**src/inc/asc_map.vh**
```
/*
 * register offsets, field positions, reset values and timing counts for the slot control block.
 * assumes a 100 MHz clock and a 32-bit axi4-lite register bus.
 */
`ifndef ASC_MAP_VH
`define ASC_MAP_VH
// ****************************************
// timing
// ****************************************
`define ASC_CLK_MHZ 100
`define ASC_US_CYCLES (`ASC_CLK_MHZ)
`define ASC_PREBIAS_US_RST 8'h08
// ****************************************
// address map
// ****************************************
`define ASC_GLOBAL_ADDR 8'h00
`define ASC_STATUS_ADDR 8'h04
`define ASC_SLOT_BASE 8'h40
`define ASC_SLOT_STRIDE 8'h08
`define ASC_SLOT_LED_OFS 8'h04
`define ASC_NUM_SLOTS 12
// ****************************************
// global register fields
// ****************************************
`define ASC_GL_DIFF_LSB 0
`define ASC_GL_IDLE_LSB 4
// ****************************************
// slot config register fields
// ****************************************
`define ASC_SC_ROUTE_LSB 0
`define ASC_SC_PREBIAS_LSB 16
`define ASC_SC_CH2_BIT 19
`define ASC_SC_WIDTH_LSB 20
`define ASC_SC_MODE_LSB 28
`define ASC_SC_RST 32'h00800000
// slot led register: four 7-bit codes from bit 0, four side selects from bit 28
`define ASC_SL_SIDE_LSB 28
`define ASC_SL_RST 32'h00000000
// ****************************************
// encodings and limits
// ****************************************
`define ASC_MODE_NORMAL 2'h0
`define ASC_MODE_DIGINT 2'h1
`define ASC_MODE_IMPULSE 2'h2
`define ASC_LIMIT_MA 10'h190
`define ASC_RESP_OKAY 2'h0
`define ASC_RESP_SLVERR 2'h2
`endif

```
**src/core/asc_slot_ctrl.v**
```verilog
/*
 * slot control for the sensor front end: input pair routing, idle and prebias states,
 * second channel gating, converter sharing, result ordering and emitter driver setup.
 * assumes a slot sequencer outside that pulses slot_start/slot_end and marks the pulse
 * region, a converter that answers adc_start with adc_done, and an axi4-lite master.
 */
// Function
// - twelve slots, each configured independently
// - both channels sample together, share one converter
// - each pair routed afresh every slot
// - pair differential choice global to all slots
// - slot route field enables and routes pair
// - disabled inputs take pair idle state
// - inputs active only in prebias or pulse
// - slot prebias field picks drive before sampling
// - prebias at slot start, width default 8us
// - second channel off by default, powered down
// - integration or impulse modes never use channel two
// - slot enable runs channel two conversions
// - channel two results follow channel one
// - four drivers, two sinks each, one lit
// - side select drives one sink, never both
// - 7-bit current code per driver per slot
// - codes to 15 step 1mA, above 2mA
// - code zero disables the driver
// - over 400mA, clip later drivers by priority
`timescale 1ns/1ps
`include "asc_map.vh"
module asc_slot_ctrl (
	// clock and reset
	input wire aclk,
	input wire aresetn,
	// axi4-lite write address and data
	input wire [7:0] s_axi_awaddr,
	input wire s_axi_awvalid,
	output reg s_axi_awready,
	input wire [31:0] s_axi_wdata,
	input wire [3:0] s_axi_wstrb,
	input wire s_axi_wvalid,
	output reg s_axi_wready,
	// axi4-lite write response
	output reg [1:0] s_axi_bresp,
	output reg s_axi_bvalid,
	input wire s_axi_bready,
	// axi4-lite read
	input wire [7:0] s_axi_araddr,
	input wire s_axi_arvalid,
	output reg s_axi_arready,
	output reg [31:0] s_axi_rdata,
	output reg [1:0] s_axi_rresp,
	output reg s_axi_rvalid,
	input wire s_axi_rready,
	// slot sequencer
	input wire slot_start,
	input wire [3:0] slot_index,
	input wire slot_end,
	input wire pulse_region,
	input wire device_sleep,
	input wire sample_strobe,
	// converter
	input wire adc_done,
	output reg sample_hold,
	output reg adc_start,
	output reg adc_channel,
	// result writer
	output reg result_push,
	output reg result_channel,
	// input switch matrix
	output reg [3:0] inputs_differential_select,
	output reg [7:0] input_to_ch1,
	output reg [7:0] input_to_ch2,
	output reg [7:0] input_active,
	output reg [11:0] input_idle_state,
	output reg prebias_active,
	output reg [2:0] slot_input_prebias_select,
	// second channel
	output reg second_channel_power,
	// emitter drivers, sink 2k is side a and 2k+1 side b of driver k
	output reg [7:0] emitter_sink_on,
	output reg [27:0] emitter_current_code
);

// ****************************************
// helpers
// ****************************************
// approximate current in mA for a code; step 1 below 16, step 2 above
function [9:0] code_ma;
	input [6:0] code;
	begin
		if (code == 7'h00)
			code_ma = 10'h000;
		else if (code < 7'h10)
			code_ma = {3'h0, code} + 10'h001;
		else
			code_ma = 10'h010 + {2'h0, code - 7'h0f, 1'b0};
	end
endfunction

// largest code whose current fits in the remaining budget
function [6:0] code_fit;
	input [6:0] code;
	input [9:0] budget;
	reg [9:0] half;
	begin
		half = (budget - 10'h010) >> 1;
		if (code_ma(code) <= budget)
			code_fit = code;
		else if (budget < 10'h002)
			code_fit = 7'h00;
		else if (budget <= 10'h010)
			code_fit = budget[6:0] - 7'h01;
		else
			code_fit = 7'h0f + half[6:0];
	end
endfunction

// route code per pair: {in_b_ch2, in_b_ch1, in_a_ch2, in_a_ch1}
function [3:0] route_dec;
	input [3:0] code;
	input diff;
	begin
		case (code[2:0])
			3'h1: route_dec = 4'b0001;
			3'h2: route_dec = 4'b0010;
			3'h3: route_dec = 4'b1001;
			3'h4: route_dec = 4'b0110;
			3'h5: route_dec = 4'b0100;
			3'h6: route_dec = 4'b1000;
			default: route_dec = 4'b0000;
		endcase
		// a differential pair lands both legs on channel 1 if either leg routes there, otherwise both on channel 2
		if (diff && code[2:0] != 3'h0)
			route_dec = (route_dec[0] | route_dec[2]) ? 4'b0101 : 4'b1010;
	end
endfunction

// ****************************************
// register storage
// ****************************************
reg [15:0] global_cfg;
reg [31:0] slot_cfg [0:11];
reg [31:0] slot_led [0:11];
reg [3:0] clip_seen;
reg slot_busy;
reg [3:0] cur_slot;
integer i;

// ****************************************
// axi4-lite slave
// ****************************************
reg aw_held;
reg w_held;
reg [7:0] aw_addr;
reg [31:0] w_data;
reg [3:0] w_strb;
wire [7:0] wr_rel = aw_addr - `ASC_SLOT_BASE;
wire [7:0] rd_rel = s_axi_araddr - `ASC_SLOT_BASE;
wire wr_slot_hit = aw_addr >= `ASC_SLOT_BASE && wr_rel[7:3] < `ASC_NUM_SLOTS && aw_addr[1:0] == 2'h0;
wire rd_slot_hit = s_axi_araddr >= `ASC_SLOT_BASE && rd_rel[7:3] < `ASC_NUM_SLOTS && s_axi_araddr[1:0] == 2'h0;
wire do_write = aw_held && w_held && !s_axi_bvalid;

function [31:0] merge;
	input [31:0] old;
	input [31:0] data;
	input [3:0] strb;
	integer b;
	begin
		merge = old;
		for (b = 0; b < 4; b = b + 1)
			if (strb[b])
				merge[b*8 +: 8] = data[b*8 +: 8];
	end
endfunction

// the global register is only 16 bits wide, so the merged word is cut on purpose
wire [31:0] global_merged = merge({16'h0000, global_cfg}, w_data, w_strb);

always @(posedge aclk) begin
	if (!aresetn) begin
		aw_held <= 1'b0;
		w_held <= 1'b0;
		aw_addr <= 8'h00;
		w_data <= 32'h00000000;
		w_strb <= 4'h0;
		s_axi_awready <= 1'b0;
		s_axi_wready <= 1'b0;
		s_axi_bvalid <= 1'b0;
		s_axi_bresp <= `ASC_RESP_OKAY;
		global_cfg <= 16'h0000;
		for (i = 0; i < `ASC_NUM_SLOTS; i = i + 1) begin
			slot_cfg[i] <= `ASC_SC_RST;
			slot_led[i] <= `ASC_SL_RST;
		end
	end else begin
		s_axi_awready <= !aw_held && !s_axi_awready && s_axi_awvalid;
		s_axi_wready <= !w_held && !s_axi_wready && s_axi_wvalid;
		if (s_axi_awvalid && s_axi_awready) begin
			aw_held <= 1'b1;
			aw_addr <= s_axi_awaddr;
		end
		if (s_axi_wvalid && s_axi_wready) begin
			w_held <= 1'b1;
			w_data <= s_axi_wdata;
			w_strb <= s_axi_wstrb;
		end
		if (do_write) begin
			aw_held <= 1'b0;
			w_held <= 1'b0;
			s_axi_bvalid <= 1'b1;
			s_axi_bresp <= `ASC_RESP_OKAY;
			if (aw_addr == `ASC_GLOBAL_ADDR)
				global_cfg <= global_merged[15:0];
			else if (aw_addr == `ASC_STATUS_ADDR)
				s_axi_bresp <= `ASC_RESP_OKAY;
			else if (wr_slot_hit && wr_rel[2])
				slot_led[wr_rel[6:3]] <= merge(slot_led[wr_rel[6:3]], w_data, w_strb);
			else if (wr_slot_hit)
				slot_cfg[wr_rel[6:3]] <= merge(slot_cfg[wr_rel[6:3]], w_data, w_strb);
			else
				s_axi_bresp <= `ASC_RESP_SLVERR;
		end else if (s_axi_bvalid && s_axi_bready) begin
			s_axi_bvalid <= 1'b0;
		end
	end
end

always @(posedge aclk) begin
	if (!aresetn) begin
		s_axi_arready <= 1'b0;
		s_axi_rvalid <= 1'b0;
		s_axi_rdata <= 32'h00000000;
		s_axi_rresp <= `ASC_RESP_OKAY;
	end else begin
		s_axi_arready <= !s_axi_rvalid && !s_axi_arready && s_axi_arvalid;
		if (s_axi_arvalid && s_axi_arready) begin
			s_axi_rvalid <= 1'b1;
			s_axi_rresp <= `ASC_RESP_OKAY;
			if (s_axi_araddr == `ASC_GLOBAL_ADDR)
				s_axi_rdata <= {16'h0000, global_cfg};
			else if (s_axi_araddr == `ASC_STATUS_ADDR)
				s_axi_rdata <= {22'h000000, clip_seen, prebias_active, slot_busy, cur_slot};
			else if (rd_slot_hit && rd_rel[2])
				s_axi_rdata <= slot_led[rd_rel[6:3]];
			else if (rd_slot_hit)
				s_axi_rdata <= slot_cfg[rd_rel[6:3]];
			else begin
				s_axi_rdata <= 32'h00000000;
				s_axi_rresp <= `ASC_RESP_SLVERR;
			end
		end else if (s_axi_rvalid && s_axi_rready) begin
			s_axi_rvalid <= 1'b0;
		end
	end
end

// ****************************************
// slot capture and emitter budget
// ****************************************
// settings are copied at slot start so software may rewrite a slot while it runs
wire [3:0] sel_slot = (slot_index < `ASC_NUM_SLOTS) ? slot_index : 4'h0;
wire [31:0] new_cfg = slot_cfg[sel_slot];
wire [31:0] new_led = slot_led[sel_slot];
wire [1:0] new_mode = new_cfg[`ASC_SC_MODE_LSB +: 2];
wire new_ch2 = new_cfg[`ASC_SC_CH2_BIT] && new_mode == `ASC_MODE_NORMAL;
reg [27:0] fit_code;
reg [3:0] fit_clip;
reg [9:0] budget;
reg [6:0] one_code;
integer d;

always @* begin
	budget = `ASC_LIMIT_MA;
	fit_code = 28'h0000000;
	fit_clip = 4'h0;
	one_code = 7'h00;
	// driver one is served first, later drivers take what remains
	for (d = 0; d < 4; d = d + 1) begin
		one_code = code_fit(new_led[d*7 +: 7], budget);
		fit_code[d*7 +: 7] = one_code;
		fit_clip[d] = one_code != new_led[d*7 +: 7];
		budget = budget - code_ma(one_code);
	end
end

reg [31:0] cur_cfg;
reg ch2_on;
reg [7:0] route1;
reg [7:0] route2;
reg [6:0] us_div;
reg [7:0] prebias_left;
integer p;

always @(posedge aclk) begin
	if (!aresetn) begin
		slot_busy <= 1'b0;
		cur_slot <= 4'h0;
		cur_cfg <= `ASC_SC_RST;
		ch2_on <= 1'b0;
		route1 <= 8'h00;
		route2 <= 8'h00;
		clip_seen <= 4'h0;
		emitter_sink_on <= 8'h00;
		emitter_current_code <= 28'h0000000;
		second_channel_power <= 1'b0;
		prebias_left <= 8'h00;
		us_div <= 7'h00;
	end else if (slot_start && slot_index < `ASC_NUM_SLOTS) begin
		slot_busy <= 1'b1;
		cur_slot <= slot_index;
		cur_cfg <= new_cfg;
		ch2_on <= new_ch2;
		second_channel_power <= new_ch2;
		clip_seen <= fit_clip;
		emitter_current_code <= fit_code;
		for (p = 0; p < 4; p = p + 1) begin
			{route2[2*p+1], route1[2*p+1], route2[2*p], route1[2*p]} <=
				route_dec(new_cfg[p*4 +: 4], global_cfg[p]) & (new_ch2 ? 4'hf : 4'h5);
			// one sink per pair, chosen by side select, dark for code zero
			emitter_sink_on[2*p] <= !new_led[`ASC_SL_SIDE_LSB + p] && fit_code[p*7 +: 7] != 7'h00;
			emitter_sink_on[2*p+1] <= new_led[`ASC_SL_SIDE_LSB + p] && fit_code[p*7 +: 7] != 7'h00;
		end
		prebias_left <= new_cfg[`ASC_SC_WIDTH_LSB +: 8];
		us_div <= 7'h00;
	end else if (slot_end) begin
		slot_busy <= 1'b0;
		ch2_on <= 1'b0;
		second_channel_power <= 1'b0;
		route1 <= 8'h00;
		route2 <= 8'h00;
		emitter_sink_on <= 8'h00;
		emitter_current_code <= 28'h0000000;
		prebias_left <= 8'h00;
	end else if (prebias_left != 8'h00) begin
		// microsecond tick from a divider on the system clock
		if (us_div == `ASC_US_CYCLES - 1) begin
			us_div <= 7'h00;
			prebias_left <= prebias_left - 8'h01;
		end else begin
			us_div <= us_div + 7'h01;
		end
	end
end

// ****************************************
// input states
// ****************************************
wire [7:0] enabled = route1 | route2;
wire region = slot_busy && !device_sleep && (prebias_left != 8'h00 || pulse_region);

always @(posedge aclk) begin
	if (!aresetn) begin
		inputs_differential_select <= 4'h0;
		input_idle_state <= 12'h000;
		input_active <= 8'h00;
		input_to_ch1 <= 8'h00;
		input_to_ch2 <= 8'h00;
		prebias_active <= 1'b0;
		slot_input_prebias_select <= 3'h0;
	end else begin
		inputs_differential_select <= global_cfg[`ASC_GL_DIFF_LSB +: 4];
		input_idle_state <= global_cfg[`ASC_GL_IDLE_LSB +: 12];
		// outside the active regions every input falls back to its pair's idle state
		input_active <= region ? enabled : 8'h00;
		input_to_ch1 <= region ? route1 : 8'h00;
		input_to_ch2 <= region ? route2 : 8'h00;
		prebias_active <= slot_busy && !device_sleep && prebias_left != 8'h00;
		slot_input_prebias_select <= cur_cfg[`ASC_SC_PREBIAS_LSB +: 3];
	end
end

// ****************************************
// converter sharing and result order
// ****************************************
localparam ST_IDLE = 3'h0;
localparam ST_CONV1 = 3'h1;
localparam ST_CONV2 = 3'h2;
localparam ST_WAIT_END = 3'h3;
localparam ST_PUSH2 = 3'h4;
reg [2:0] state;
reg have_data;

always @(posedge aclk) begin
	if (!aresetn) begin
		state <= ST_IDLE;
		have_data <= 1'b0;
		sample_hold <= 1'b0;
		adc_start <= 1'b0;
		adc_channel <= 1'b0;
		result_push <= 1'b0;
		result_channel <= 1'b0;
	end else begin
		sample_hold <= 1'b0;
		adc_start <= 1'b0;
		result_push <= 1'b0;
		if (slot_start)
			have_data <= 1'b0;
		case (state)
			ST_IDLE: begin
				if (slot_busy && sample_strobe) begin
					// both channels freeze together, then convert in turn
					sample_hold <= 1'b1;
					adc_start <= 1'b1;
					adc_channel <= 1'b0;
					state <= ST_CONV1;
				end else if (slot_end && have_data) begin
					result_push <= 1'b1;
					result_channel <= 1'b0;
					state <= ch2_on ? ST_PUSH2 : ST_IDLE;
				end
			end
			ST_CONV1: begin
				if (adc_done) begin
					have_data <= 1'b1;
					if (ch2_on) begin
						adc_start <= 1'b1;
						adc_channel <= 1'b1;
						state <= ST_CONV2;
					end else begin
						state <= ST_WAIT_END;
					end
				end
			end
			ST_CONV2: begin
				if (adc_done)
					state <= ST_WAIT_END;
			end
			ST_WAIT_END: begin
				state <= ST_IDLE;
			end
			ST_PUSH2: begin
				result_push <= 1'b1;
				result_channel <= 1'b1;
				state <= ST_IDLE;
			end
			default: begin
				state <= ST_IDLE;
			end
		endcase
	end
end

endmodule

```
**config.mk**
```make
export PLATFORM = sky130hd
export DESIGN_NAME = asc_slot_ctrl
export DESIGN_NICKNAME = d
export VERILOG_FILES = /design/src/core/asc_slot_ctrl.v
export VERILOG_INCLUDE_DIRS = /design/src /design/src/inc
export SDC_FILE = /design/constraint.sdc
export NUM_CORES = 2
export LEC_CHECK = 0
export BUFFER_PORTS_ARGS = -buffer_cell sky130_fd_sc_hd__buf_4
export CORE_ASPECT_RATIO = 1.1
export CORE_MARGIN = 2
export CORE_UTILIZATION = 45
export CTS_CLUSTER_DIAMETER = 200
export DETAILED_ROUTE_END_ITERATION = 8
export GPL_TIMING_DRIVEN = 0
export PLACE_DENSITY_LB_ADDON = 0.12
export SYNTH_ARGS = -nofsm -noshare
export SYNTH_HDL_FRONTEND = slang
export SYNTH_SLANG_ARGS = --single-unit
```
**constraint.sdc**
```tcl
create_clock -name aclk -period 17.25 [get_ports aclk]
set_input_delay 1.725 -clock aclk [delete_from_list [all_inputs] [get_ports aclk]]
set_output_delay 1.725 -clock aclk [all_outputs]
set_load 0.1 [all_outputs]
```
==> out/results.tsv <==
metric	value	unit
Clock Pin Slew Worst Setup and Hold Paths	0.06	ns
Post-synth EDFFs	1024	
failing checks	capacitance limit, slew limit	
initial antenna violation count	10	
# DRC	0	
CTS H-tree depth	4	
sequential-to-total area share from yosys stat	0.542	
placed insts	7640	
status	finished with violations	
DRT Wirelength	280000	um
register bit total from synthesis	1258	
MaxCap Viol Count	9	
# IOs	196	
critical path required time	17.91	ns
vias in the first global route	49182	
first-pass GRT wire length	383000	um
skew final	0.0433	ns
Cell Area, Placed	0.0699	mm^2
R2R depth	86	
Synth async-reset ratio	0	
HPWL Detailed	207000	um
Design Area, Final	0.0756	mm^2
Syn Std Cell Area	0.0654	mm^2
Via density	6.52	
largest net degree at the start of global routing	20	
R2R setup slack	1.61	ns
num rows	146	
CP most frequent cell	ha_1	
Ys Warns	0	
count of cell types in the netlist	116	
clock sink total	1258	
Top Family by Delay on Critical Path	compound AO/OA/AOI/OAI gates	
routability cong.	0.998	
critical path depth	80	
final non-filler cell total	7938	
Final Hold Viols	0	
worst hold path type	reg2reg	
Peak VDD IR	933	uV
WS Path Type	in2reg	
core area	0.144	mm^2
via count	51735	
Initial Util	0.454	
post-route ant nets	0	
final slew viol count	63	
layout cells sized above 1	0.181	
total power	16.3	mW
CTS buffer count	139	
Max Fclk	60.7	MHz
Port-buffer cells	187	
latest clock arrival within the worst-skew pair	0.83	ns
global-route usage over all layers	0.371	
WP data arrival	17.14	ns
die area	0.148	mm^2
Die W	367	um
Setup TNS	0	ns
CTS tree	done	
commonest non-fill, non-tap cell in the layout	edfxtp_1	
hold depth	2	
crit end category	flop	
Clock Tree Root	clkbuf_16	
PwrDens	215	mW/mm^2
NumNets Final	6062	
Buf/Inv on CP	16	
Final period util	0.955	
Worst setup SP type	input port	
Final min period	16.48	ns
Least-Margin Pin Slew	1.61	ns
Area Overhead vs Synth	15.6	%
drt first pass iters	8	
CP max-delay cell	buf_1	
most frequent cells in the layout	edfxtp_1, and2_1, nand2_1, nor2_1, mux4_2	
wire per inst	35.3	um
crit path max fanout	19	
slew margin rel.	-0.0707	
Setup violations, final	0	
Synth Flop Type	edfxtp_1	
grt ovf	0	
post-synthesis cell count	5454	
P_leak	27.2	nW
DR iter-0 viols	7310	
die extent in y	404	um
Mapped Avg Cell Area	12.0	um^2
clk buf depth	3	
CP peak stage delay	0.58	ns
==> area by class of cell <==
type / count / area [um^2]
well taps: 1924 / 2410
plain buffers: 377 / 1640
diodes: 4 / 10.0
multi-input cells: 3724 / 28800
clock buffers: 194 / 3910
clock inverters: 57 / 572
flip-flops and latches: 1258 / 35400
inverters: 92 / 358
fillers: 12604 / 68500
repair buffers: 308 / 2460
==> power by group <==
group / total [mW] / internal (mW) / switching (mW) / leakage [nW]
logic: 9.82 / 3.81 / 6.01 / 12.5
registers: 3.44 / 3.36 / 0.0744 / 12.5
clock network: 3.03 / 1.73 / 1.29 / 2.18
==> tightest hold or removal path, stage by stage, from the launching register on <==
cell and delay, ns:
dfxtp_1 0.31, nand2_1 0.05, nand2_1 0.04
==> sequential cells by signal, summed over array words and instances (netlist names), 12 cells and up <==
signal,cells
emitter_current_code,28
global_cfg,16
input_idle_state,12
s_axi_rdata,32
slot_cfg,512
slot_led,512
w_data,32
==> per-stage QoR <==
stage | setup slack, ns | utilization | hold slack [ns]
after floorplan | 0.174 | - | 0.407
after global placement | -6.56 | 0.480 | 0.423
after detailed placement | -6.45 | 0.485 | 0.425
after CTS | 0.0630 | 0.521 | 0.435
after global routing | -0.0737 | 0.524 | 0.460
final | 0.768 | 0.524 | 0.433
==> kinds of logic (layout without fill, tap and decap cells) <==
logic type	Yosys count	after routing	share of synthesized area
AOI/OAI and AO/OA	1059	1059	0.106
DFF	1258	1258	0.542
buffers and inverters	473	1028	0.0290
adders and majority gates	94	94	0.0182
xor gates and xnor gates	90	90	0.0127
and+or+nand+nor	2054	2054	0.164
other	1	6	0.0000574
muxes	425	425	0.128
==> routing by layer <==
metal,vias to the layer above,global-route usage,part of all wire
met4,10,0.207,0.064
met5,-,0.00750,0.00069
met2,3855,0.557,0.44
met1,25741,0.472,0.37
met3,825,0.123,0.13
li1,21304,-,-
==> worst paths after layout <==
check	start	end
max	slot_index[2]	clip_seen[3]$_SDFFE_PN0P_
min	route2[7]$_SDFFE_PN0N_	route2[7]$_SDFFE_PN0N_
max reg2reg	slot_led[8][3]$_SDFFCE_PN0P_	clip_seen[3]$_SDFFE_PN0P_
min reg2reg	route2[7]$_SDFFE_PN0N_	route2[7]$_SDFFE_PN0N_
==> cell usage after synthesis, types with 89 or more instances <==
library cell / instances / share of area
nor2b_1: 108 / 0.010
a211oi_1: 170 / 0.020
nand2_1: 518 / 0.030
o21ai_0: 208 / 0.016
nor2_1: 340 / 0.020
edfxtp_1: 1024 / 0.47
dfxtp_1: 234 / 0.072
clkbuf_1: 301 / 0.017
and2_1: 804 / 0.077
a21oi_1: 280 / 0.021
mux4_2: 324 / 0.11
ha_1: 91 / 0.017
inv_1: 89 / 0.0051
==> timing repair <==
action	in CTS	in global routing
buffers inserted	20	23
gates cloned	0	0
hold buffers	0	0
endpoints found under the setup margin	20	10
endpoints found under the hold margin	0	0
gates resized for setup	112	95
pin swaps	12	25
Note: power is estimated with default switching activity, not from simulation.
